==> config.mk <==
export PLATFORM = sky130hd
export DESIGN_NAME = rsl_link_sup
export DESIGN_NICKNAME = d
export VERILOG_FILES = /design/src/hw/rsl_pkg.sv /design/src/hw/rsl_tick_div.sv /design/src/hw/rsl_link_sup.sv
export SDC_FILE = /design/constraint.sdc
export NUM_CORES = 1
export LEC_CHECK = 0
export BUFFER_PORTS_ARGS = -buffer_cell sky130_fd_sc_hd__buf_4
export CAP_MARGIN = 20
export CORE_UTILIZATION = 57
export CTS_CLUSTER_DIAMETER = 50
export DETAILED_ROUTE_END_ITERATION = 10
export GPL_ROUTABILITY_DRIVEN = 0
export PLACE_DENSITY = 0.81
export SKIP_CTS_REPAIR_TIMING = 1
export SLEW_MARGIN = 20
export SYNTH_ARGS = -nofsm -noshare
export SYNTH_HDL_FRONTEND = slang
export SYNTH_SLANG_ARGS = --single-unit
==> constraint.sdc <==
create_clock -name clock -period 7.2 [get_ports clock]
set_clock_uncertainty 0.15 [all_clocks]
set_input_delay 1.44 -clock clock [delete_from_list [all_inputs] [get_ports clock]]
set_output_delay 1.44 -clock clock [all_outputs]
set_load 0.05 [all_outputs]
==> src/hw/rsl_pkg.sv <==
// Package: constants, encodings and carrier types for the RS-485 link supervisor
package rsl_pkg;
    // Clock and timing
    localparam int unsigned CLK_HZ          = 10_000_000;
    localparam int unsigned SECOND_S        = 1;
    localparam int unsigned CYC_PER_SEC     = CLK_HZ * SECOND_S;
    localparam int unsigned BITS_PER_CHAR   = 11;
    // Station address
    localparam logic [7:0]  ADDR_MAX        = 8'hc7;
    localparam logic [7:0]  ADDR_ZERO       = 8'h00;
    localparam logic [7:0]  ADDR_FALLBACK   = 8'hff;
    // Register indices always writable
    localparam logic [7:0]  REG_OPEN_A      = 8'h04;
    localparam logic [7:0]  REG_OPEN_B      = 8'h05;
    // Timeout limit range in seconds
    localparam logic [6:0]  TMO_MAX         = 7'h63;
    localparam logic [6:0]  TMO_OFF         = 7'h00;
    // Baud rates, codes 0..7
    localparam int unsigned BAUD_1200       = 1200;
    localparam int unsigned BAUD_2400       = 2400;
    localparam int unsigned BAUD_4800       = 4800;
    localparam int unsigned BAUD_9600       = 9600;
    localparam int unsigned BAUD_19200      = 19200;
    localparam int unsigned BAUD_38400      = 38400;
    localparam int unsigned BAUD_57600      = 57600;
    localparam int unsigned BAUD_115200     = 115200;
    // Extra reply delay in character times, codes 0..5
    localparam logic [7:0]  DLY_STD         = 8'h00;
    localparam logic [7:0]  DLY_10C         = 8'h0a;
    localparam logic [7:0]  DLY_20C         = 8'h14;
    localparam logic [7:0]  DLY_50C         = 8'h32;
    localparam logic [7:0]  DLY_100C        = 8'h64;
    localparam logic [7:0]  DLY_200C        = 8'hc8;

    // Reply sequencer states
    typedef enum logic [2:0] {
        RSL_IDLE = 3'b001,
        RSL_WAIT = 3'b010,
        RSL_GO   = 3'b100
    } rsl_state_t;

    // Decoded request from the frame parser
    typedef struct packed {
        logic [7:0]  station;
        logic        is_write;
        logic [7:0]  reg_index;
    } rsl_req_t;

    // Configuration applied to the link
    typedef struct packed {
        logic [7:0]  station_addr;
        logic [2:0]  baud_sel;
        logic        remote_config_write_enable;
        logic [6:0]  interframe_timeout_limit;
        logic [2:0]  reply_extra_delay_select;
    } rsl_cfg_t;
endpackage : rsl_pkg

==> src/hw/rsl_tick_div.sv <==
// Divider producing one-cycle tick enables at a selectable period
`timescale 1ns/1ps
`default_nettype none
module rsl_tick_div #(
    parameter int unsigned CW = 24
) (
    // Clock and reset
    input  wire logic          clock,
    input  wire logic          sys_rst,
    // Control
    input  wire logic          restart,
    input  wire logic [CW-1:0] period,
    // Tick
    output logic               tick
);
    logic [CW-1:0] cnt_r;
    logic [CW-1:0] cnt_nxt;
    logic          tick_nxt;

    always_comb begin
        cnt_nxt  = cnt_r + 1'b1;
        tick_nxt = 1'b0;
        if (restart) begin
            cnt_nxt = '0;
        end else if (cnt_r + 1'b1 >= period) begin
            cnt_nxt  = '0;
            tick_nxt = 1'b1;
        end
    end

    always_ff @(posedge clock) begin
        if (sys_rst) begin
            cnt_r <= '0;
            tick  <= 1'b0;
        end else begin
            cnt_r <= cnt_nxt;
            tick  <= tick_nxt;
        end
    end
endmodule : rsl_tick_div
`default_nettype wire

==> src/hw/rsl_link_sup.sv <==
// RS-485 slave link configuration, address match and supervision
//
// What this block does
// - Station address configurable, values above 199 are clamped to 199
// - With address zero, frames addressed to 255 are answered instead
// - Line rate chosen from eight rates, 1200 up to 115200 bit/s
// - Remote-write enable decides whether configuration writes are accepted
// - Registers 04h and 05h stay writable regardless of that enable
// - Gap between frames above limit forces link-controlled outputs to alert
// - Gap limit 0 to 99 seconds, zero turns supervision off
// - Extra reply delay: none, 10c, 20c, 50c, 100c or 200c
// - When alert clears, analogue output returns to its scaled value
`timescale 1ns/1ps
`default_nettype none
module rsl_link_sup
    import rsl_pkg::*;
#(
    parameter int unsigned CYC_SEC = CYC_PER_SEC
) (
    // Clock and reset
    input  wire logic        clock,
    input  wire logic        sys_rst,
    // Configuration
    input  wire rsl_cfg_t    cfg,
    // Frames from the parser
    input  wire logic        frame_end,
    input  wire rsl_req_t    req,
    // Analogue output path
    input  wire logic [15:0] ao_scaled,
    input  wire logic [15:0] alert_output_level,
    input  wire logic        ao_remote,
    // Results
    output logic             addr_match,
    output logic             write_accept,
    output logic             write_refuse,
    output logic [15:0]      bit_period,
    output logic             tx_enable,
    output logic             alert,
    output logic [15:0]      ao_value
);
    localparam int unsigned CW = 24;

    // Bit period in clocks for a rate code
    function automatic logic [15:0] baud_div(input logic [2:0] s);
        case (s)
            3'h0:    baud_div = 16'(CLK_HZ / BAUD_1200);
            3'h1:    baud_div = 16'(CLK_HZ / BAUD_2400);
            3'h2:    baud_div = 16'(CLK_HZ / BAUD_4800);
            3'h3:    baud_div = 16'(CLK_HZ / BAUD_9600);
            3'h4:    baud_div = 16'(CLK_HZ / BAUD_19200);
            3'h5:    baud_div = 16'(CLK_HZ / BAUD_38400);
            3'h6:    baud_div = 16'(CLK_HZ / BAUD_57600);
            default: baud_div = 16'(CLK_HZ / BAUD_115200);
        endcase
    endfunction : baud_div

    function automatic logic [7:0] delay_chars(input logic [2:0] s);
        case (s)
            3'h1:    delay_chars = DLY_10C;
            3'h2:    delay_chars = DLY_20C;
            3'h3:    delay_chars = DLY_50C;
            3'h4:    delay_chars = DLY_100C;
            3'h5:    delay_chars = DLY_200C;
            default: delay_chars = DLY_STD;
        endcase
    endfunction : delay_chars

    logic [7:0]  addr_eff;
    logic [6:0]  tmo_eff;
    logic [15:0] bit_div;
    logic        char_tick;
    logic        sec_tick;
    logic        open_reg;

    assign addr_eff = (cfg.station_addr > ADDR_MAX) ? ADDR_MAX
                                                    : cfg.station_addr;
    assign tmo_eff  = (cfg.interframe_timeout_limit > TMO_MAX) ? TMO_MAX
                    : cfg.interframe_timeout_limit;
    assign bit_div  = baud_div(cfg.baud_sel);
    assign open_reg = (req.reg_index == REG_OPEN_A)
                   || (req.reg_index == REG_OPEN_B);

    // Character-time tick for the reply delay
    rsl_tick_div #(.CW(CW)) u_char_div (
        .clock   (clock),
        .sys_rst (sys_rst),
        .restart (frame_end),
        .period  (CW'(bit_div) * CW'(BITS_PER_CHAR)),
        .tick    (char_tick)
    );

    // One-second tick for inter-frame supervision
    rsl_tick_div #(.CW(CW)) u_sec_div (
        .clock   (clock),
        .sys_rst (sys_rst),
        .restart (frame_end),
        .period  (CW'(CYC_SEC)),
        .tick    (sec_tick)
    );

    // Address and write gating
    logic match_nxt;
    logic acc_nxt;
    logic ref_nxt;

    always_comb begin
        if (addr_eff == ADDR_ZERO) begin
            match_nxt = frame_end && (req.station == ADDR_FALLBACK);
        end else begin
            match_nxt = frame_end && (req.station == addr_eff);
        end
        acc_nxt = match_nxt && req.is_write
               && (cfg.remote_config_write_enable || open_reg);
        ref_nxt = match_nxt && req.is_write
               && !cfg.remote_config_write_enable && !open_reg;
    end

    always_ff @(posedge clock) begin
        if (sys_rst) begin
            addr_match   <= 1'b0;
            write_accept <= 1'b0;
            write_refuse <= 1'b0;
            bit_period   <= 16'h0000;
        end else begin
            addr_match   <= match_nxt;
            write_accept <= acc_nxt;
            write_refuse <= ref_nxt;
            bit_period   <= bit_div;
        end
    end

    // Inter-frame watchdog; seconds counted after each frame
    logic [6:0] sec_r;
    logic [6:0] sec_nxt;
    logic       alert_nxt;

    always_comb begin
        sec_nxt   = sec_r;
        alert_nxt = alert;
        if (frame_end) begin
            sec_nxt   = 7'h00;
            alert_nxt = 1'b0;
        end else if (tmo_eff == TMO_OFF) begin
            sec_nxt   = 7'h00;
            alert_nxt = 1'b0;
        end else if (sec_tick) begin
            if (sec_r >= tmo_eff) begin
                alert_nxt = 1'b1;
            end else begin
                sec_nxt = sec_r + 7'h01;
            end
        end
    end

    always_ff @(posedge clock) begin
        if (sys_rst) begin
            sec_r <= 7'h00;
            alert <= 1'b0;
        end else begin
            sec_r <= sec_nxt;
            alert <= alert_nxt;
        end
    end

    // Alert level only overrides an output under link control
    logic [15:0] ao_nxt;

    always_comb begin
        if (alert_nxt && ao_remote) begin
            ao_nxt = alert_output_level;
        end else begin
            ao_nxt = ao_scaled;
        end
    end

    always_ff @(posedge clock) begin
        if (sys_rst) begin
            ao_value <= 16'h0000;
        end else begin
            ao_value <= ao_nxt;
        end
    end

    // Reply wait in characters; frames during a wait do not restart it
    rsl_state_t st_r;
    rsl_state_t st_nxt;
    logic [7:0] chr_r;
    logic [7:0] chr_nxt;
    logic       txe_nxt;

    always_comb begin
        st_nxt  = st_r;
        chr_nxt = chr_r;
        txe_nxt = 1'b0;
        case (st_r)
            RSL_IDLE: begin
                if (match_nxt) begin
                    chr_nxt = delay_chars(cfg.reply_extra_delay_select);
                    st_nxt  = RSL_WAIT;
                end
            end
            RSL_WAIT: begin
                if (chr_r == DLY_STD) begin
                    st_nxt = RSL_GO;
                end else if (char_tick) begin
                    chr_nxt = chr_r - 8'h01;
                end
            end
            RSL_GO: begin
                txe_nxt = 1'b1;
                st_nxt  = RSL_IDLE;
            end
            default: begin
                st_nxt = RSL_IDLE;
            end
        endcase
    end

    always_ff @(posedge clock) begin
        if (sys_rst) begin
            st_r      <= RSL_IDLE;
            chr_r     <= 8'h00;
            tx_enable <= 1'b0;
        end else begin
            st_r      <= st_nxt;
            chr_r     <= chr_nxt;
            tx_enable <= txe_nxt;
        end
    end

    // Checks
    property p_fallback;
        @(posedge clock) disable iff (sys_rst)
        (frame_end && addr_eff == ADDR_ZERO && req.station == ADDR_ZERO)
            |=> !addr_match;
    endproperty
    a_fallback: assert property (p_fallback) else $error("zero matched");

    property p_bcast;
        @(posedge clock) disable iff (sys_rst)
        (frame_end && addr_eff == ADDR_ZERO && req.station == ADDR_FALLBACK)
            |=> addr_match;
    endproperty
    a_bcast: assert property (p_bcast) else $error("255 not matched");

    property p_addr_cap;
        @(posedge clock) disable iff (sys_rst)
        (frame_end && cfg.station_addr > ADDR_MAX && req.station == ADDR_MAX)
            |=> addr_match;
    endproperty
    a_addr_cap: assert property (p_addr_cap) else $error("cap no match");

    property p_refuse;
        @(posedge clock) disable iff (sys_rst)
        write_refuse |-> !write_accept && !$past(cfg.remote_config_write_enable);
    endproperty
    a_refuse: assert property (p_refuse) else $error("bad refuse");

    property p_open;
        @(posedge clock) disable iff (sys_rst)
        (match_nxt && req.is_write && open_reg) |=> write_accept;
    endproperty
    a_open: assert property (p_open) else $error("04h/05h refused");

    property p_off;
        @(posedge clock) disable iff (sys_rst)
        (tmo_eff == TMO_OFF) [*2] |-> !alert;
    endproperty
    a_off: assert property (p_off) else $error("alert while off");

    property p_alert_ao;
        @(posedge clock) disable iff (sys_rst)
        (alert && $past(ao_remote)) |-> ao_value == $past(alert_output_level);
    endproperty
    a_alert_ao: assert property (p_alert_ao) else $error("ao not alert");

    property p_restore;
        @(posedge clock) disable iff (sys_rst)
        (!alert && !$past(sys_rst)) |-> ao_value == $past(ao_scaled);
    endproperty
    a_restore: assert property (p_restore) else $error("ao stuck");

    property p_std;
        @(posedge clock) disable iff (sys_rst)
        (st_r == RSL_IDLE && match_nxt && cfg.reply_extra_delay_select == 3'h0)
            |-> ##3 tx_enable;
    endproperty
    a_std: assert property (p_std) else $error("std reply late");

    property p_frame_clear;
        @(posedge clock) disable iff (sys_rst) frame_end |=> !alert;
    endproperty
    a_frame_clear: assert property (p_frame_clear) else $error("no clear");

    c_alert: cover property (@(posedge clock) disable iff (sys_rst) $rose(alert));
    c_refuse: cover property (@(posedge clock) disable iff (sys_rst) write_refuse);
    c_tx: cover property (@(posedge clock) disable iff (sys_rst) tx_enable);
endmodule : rsl_link_sup
`default_nettype wire

# Word-level counts from Yosys, hierarchy flattened
# Index checks and enable logic that the tools add are counted.
word_totals:
  input_bits: 75
  out_inout_bits: 37
  regBits: 105
  elab_cells: 90
op_classes:
  n_mux: 20
  eq_ne: 22
  addsub: 4
  mul: 1
  n_lt_le_gt_ge: 5
  n_bitwise: 1
  reduce_logical: 23
op_table:
  columns: ["cell", "count"]
  rows:
  - ["14-bit case mux with 7 select lines", 1]
  - ["24-bit by 1-bit adder with 24-bit output, second input constant", 2]
  - ["8-bit case mux with 5 select lines", 1]
  - ["8-bit 2-to-1 mux", 4]
  - ["24-bit by 20-bit greater-or-equal comparator with 1-bit output", 1]
  - ["24-bit greater-or-equal comparator, second input constant", 1]
  - ["16-bit by 4-bit multiplier with 20-bit output, second input constant", 1]
  - ["3-bit == test, second input constant", 6]
  - ["8-bit by 3-bit == test with 1-bit output, second input constant", 2]
  - ["8-bit logical NOT", 2]
  - ["16-bit 2-to-1 mux", 1]
  - ["8-bit case mux with 2 select lines", 1]
  - ["3-bit by 2-bit == test with 1-bit output, second input constant", 5]
  - ["3-bit by 1-bit == test with 1-bit output, second input constant", 3]
  - ["3-bit OR reduction", 3]
  - ["8-bit == test", 1]
  - ["8-bit == test, second input constant", 1]
  - ["8-bit > comparator, second input constant", 1]
  - ["1-bit 2-to-1 mux", 8]
  - ["8-bit by 1-bit subtractor with 8-bit output, second input constant", 1]
  - ["7-bit by 1-bit adder with 7-bit output, second input constant", 1]
  - ["7-bit greater-or-equal comparator", 1]
  - ["7-bit > comparator, second input constant", 1]
  - ["1-bit logical AND", 7]
  - ["other kinds (14)", 20]

# Logic depth before layout (Yosys ltp)
logic_depth:
  depth_word: 9
  mapped_depth: 26

# By module
# From an unflattened synthesis, not the netlist that was laid out.
hier_totals:
  cells_unflattened: 853
  area_unflattened_um2: 7606.0
modules_own_cells:
  columns: ["module", "cells_each", "n_inst", "area_per_inst_um2"]
  rows:
  - ["rsl_link_sup", 451, 1, 3814.9]
  - ["rsl_tick_div", 201, 2, 1895.6]

# Worst setup path after synthesis
# No wires, ideal clock.
synth_path:
  kind: "input -> register"
  startpoint: "input cfg[11] in the netlist's numbering"
  endpoint: "register u_char_div.cnt_r[10]"
  n_path_buf: 2
  path_slack_ns: 0.774
  path_stages: 24
  arrival_time_ns: 6.210
  path_cell_list: "clkbuf_1 inv_1 ha_1 a21o_1 ha_1 inv_1 fa_1 inv_1 ha_1 nor2b_1 o21a_1 o21ai_0 a21oi_1 o41ai_1 o311ai_0 a21oi_1 xor2_1 ha_1 nand3_1 nor4_1 a221oi_1 nand4_1 clkbuf_1 nor2b_1"
synth_between:
  elab_chain_cells: 5
synth_lines:
  columns: ["item", "line_no", "text"]
  rows:
  - ["start, declared", "rsl_link_sup.sv:24", "input wire rsl_cfg_t cfg,"]
  - ["3-bit == test (tied with other cells)", "rsl_link_sup.sv:45", "case (s)"]
  - ["14-bit case mux with 7 select lines (*)", "rsl_link_sup.sv:45", null]
  - ["net bit_div[3]", "rsl_link_sup.sv:70", "logic [15:0] bit_div;"]
  - ["16-bit by 4-bit multiplier with 20-bit output (*)", "rsl_link_sup.sv:88", ".period (CW'(bit_div) * CW'(BITS_PER_CHAR)),"]
  - ["24-bit by 20-bit greater-or-equal comparator with 1-bit output (*)", "rsl_tick_div.sv:25", "end else if (cnt_r + 1'b1 >= period) begin"]
  - ["3-bit OR reduction (no source line) (*)", null, null]
  - ["end signal, assigned", "rsl_tick_div.sv:36", "cnt_r <= cnt_nxt;"]
  - ["end, declared", "rsl_tick_div.sv:16", "logic [CW-1:0] cnt_r;"]
# The timed path passes the listed nets; every way through them passes the cells marked *.
# A chain may end at the register's enable or synchronous reset.

# Worst setup path after layout
layout_path:
  startpoint: "input cfg[13] in the netlist's numbering"
  endpoint: "register u_char_div.cnt_r[3]"
# Same word-level chain as after synthesis.

==> out/qor.yml <==
outcome:
  outcome: "complete, no violations"
global_route:
  track_usage_pct: 24.3
  grt_pass1_vias: 5557
  grt_pass1_wl_um: 24900
  antenna_found_initial: 0
  grt_max_degree: 63
  grt_overflow: 0
route:
  vias: 5961
  drc: 0
  wl_per_cell_um: 13.5
  finalWirelength_um: 14300
  vias_per_cell: 5.61
  dr.pass1.iters: 5
  drt_iter0_markers: 328
  ant_nets: 0
yosys:
  synth.ff_latch_count: 103
  synth_most_common_cell: "dfxtp_1"
  synth_top_area_cell: "dfxtp_1"
  synthCells: 809
  syn_area_per_cell_sq_um: 8.36
  syn_area_sq_um: 6760
  synth_common_cells: "103 x dfxtp_1, 65 x ha_1, 64 x inv_1, 64 x nor2_1, 54 x nand2_1"
  synthArstFlopShare_pct: 0
  yosysSeqAreaShare_pct: 30.5
  synthTopCellsByArea: "dfxtp_1 30%, ha_1 12%, xnor2_1 4.5%"
  yosysTopAreaCellShare_pct: 30.5
  ys.flop_type: "dfxtp_1"
  synth_edf_count: 0
  ys_types: 66
  ys_warn_count: 0
timing:
  whs_ns: 0.331
  fin_crit_sh_pct: 88.8
  hold_viol_final: 0
  period_minus_slack_ns: 6.40
  setup_violations: 0
  slew_headroom_pct: 27.5
  fmax_mhz: 156
  fin_setup_tns_ns: 0
  worst_slew_pin_slew_ns: 1.08
  maxSlewViolCount: 0
  rsz0062_at_grt: "no"
clock_network:
  cts_tree: "yes"
  clk_pin_slew_ns: 0.07
  ctsLongestPathBuffers: 2
  clk_latency_ns: 0.35
  htree_levels: 3
  numCtsBuffers: 9
  cts_sinks: 103
  root_buffer: "clkbuf_16"
floorplanning:
  start_util_pct: 59.0
  pin_count: 112
  die_x_um: 111
  fp.dieH_um: 111
  coreArea_sq_um: 11500
  dieArea_sq_um: 12300
  rows: 39
critical_path:
  crit_path_start: "cfg[13]"
  crit_arrival_ns: 6.53
  ff2ff_path_depth: 8
  crit_end: "u_char_div.cnt_r[3]$_SDFF_PP0_"
  critPathMaxFanout: 13
  required_ns: 7.33
  timing.rr.start: "u_sec_div.cnt_r[6]$_SDFF_PP0_"
  start_kind: "input port"
  worstSetupPathType: "input port to flip-flop"
  r2r_slack_ns: 3.90
  rr_endpoint: "u_sec_div.tick$_SDFF_PP0_"
  cp-end-kind: "flip-flop"
placement:
  hpwl_um: 10800
  port-buffer-count: 108
  placedCellCount: 1047
layout:
  fin_util_pct: 69.5
  layout.cells.non_filler: 1063
  drive_gt1_share_pct: 15.3
  insertedDiodeCount: 0
  syn_to_final_growth_pct: 17.9
  nets: 1063
pwr:
  power.density_nw_per_um2: 164
  p_leak_uw: 0.00351
  irDropWorstVdd_mv: 0.175
  totalPowerFinal_uw: 1310
worst_hold_path:
  hp-class: "flip-flop to flip-flop"
job:
  maxCapViolCount: 0
-- per-stage QoR --
stage	setup slack [ns]	cell area [sq um]
6_report	0.805	7970
5_1_grt	0.290	7970
4_1_cts	0.813	7970
3_5_place_dp	0.458	7690
3_3_place_gp	0.612	7690
2_1_floorplan	0.774	6800
-- kinds of logic (layout without fill, tap and decap cells) --
group | after synthesis | in the layout | synth area share (%)
fa+ha+maj | 73 | 73 | 14.4
flops | 103 | 103 | 30.5
compound gates | 132 | 132 | 13.4
buf+inv | 90 | 192 | 5.31
xor+xnor | 64 | 64 | 8.29
simple gates | 327 | 327 | 25.2
mux | 19 | 19 | 2.83
other cells | 1 | 10 | 0.0555
-- worst min path at each step --
stage                     cells past startpoint              endpoint  slack, ns            startpoint
after floorplan                               1  tx_enable$_SDFF_PP0_       0.28  st_r[0]$_SDFFE_PP1P_
after global placement                        1  tx_enable$_SDFF_PP0_       0.31  st_r[0]$_SDFFE_PP1P_
after detailed placement                      1  tx_enable$_SDFF_PP0_       0.32  st_r[0]$_SDFFE_PP1P_
after CTS                                     1  tx_enable$_SDFF_PP0_       0.33  st_r[1]$_SDFFE_PP0P_
after global routing                          1  tx_enable$_SDFF_PP0_       0.37  st_r[1]$_SDFFE_PP0P_
final                                         1  tx_enable$_SDFF_PP0_       0.33  st_r[0]$_SDFFE_PP1P_
-- layer usage --
| metal | GRT usage, % | vias to the layer above | wire [um] |
|---|---|---|---|
| met5 | 0 | - | 0 |
| met4 | 6.93 | 0 | 143 |
| met3 | 6.56 | 14 | 861 |
| met2 | 42.2 | 190 | 7040 |
| met1 | 29.4 | 2744 | 6290 |
| li1 | - | 3013 | - |
-- worst max-delay path, stage by stage --
cell      delay, ns
buf_4          0.17
clkinv_1       0.27
nand2_1        0.32
nand2_1        0.17
ha_1           0.30
inv_1          0.05
fa_1           0.50
inv_1          0.05
ha_1           0.32
nor2b_1        0.16
o21a_1         0.16
o21ai_0        0.21
a21oi_1        0.12
o41ai_1        0.39
o311ai_0       0.24
a21oi_1        0.23
xor2_1         0.17
ha_1           0.26
nand3_1        0.10
nor4_1         0.06
a221oi_1       0.34
nand4_1        0.16
buf_4          0.22
nor2b_1        0.12
-- registers in the layout, summed over array words and instances (netlist names) --
name              cells
u_sec_div.cnt_r      24
ao_value             16
addr_match            1
u_char_div.tick       1
bit_period           14
write_accept          1
sec_r                 7
write_refuse          1
st_r                  3
tx_enable             1
u_sec_div.tick        1
u_char_div.cnt_r     24
alert                 1
chr_r                 8
-- layout make-up --
type	instances	area [sq um]
clock buffer	11	243
sequential	103	2060
timing repair buffer	111	833
clock inverter	5	31.3
tap	143	179
multi-input combinational	625	4380
fill	954	3490
inverter	65	244
-- layout by cell type (no fill, tap or decap), types with 4 or more instances in the layout --
cell type,synthesis,final
o21ai_1,4,4
and3_1,5,5
inv_1,64,64
fa_1,8,8
xnor2_1,35,35
ha_1,65,65
clkbuf_16,0,9
nand2_1,54,54
a21oi_1,33,33
and4_1,6,6
nand3_1,29,29
buf_4,2,111
mux2i_1,18,18
nor4_1,15,15
nor3_1,43,43
nor2b_1,28,28
a21o_1,17,17
nor2_1,64,63
a31oi_1,10,10
nand2b_1,41,41
and2_1,7,7
dfxtp_1,103,103
o21ai_0,21,21
conb_1,1,10
xor2_1,29,29
nand4_1,15,15
a211oi_1,9,9
o211ai_1,5,5
-- power by group --
group          internal [uW]  switching [uW]
sequential               580            4.35
clock                    243             213
combinational            114             151
total                    938             368
(Power assumes the default switching activity.)
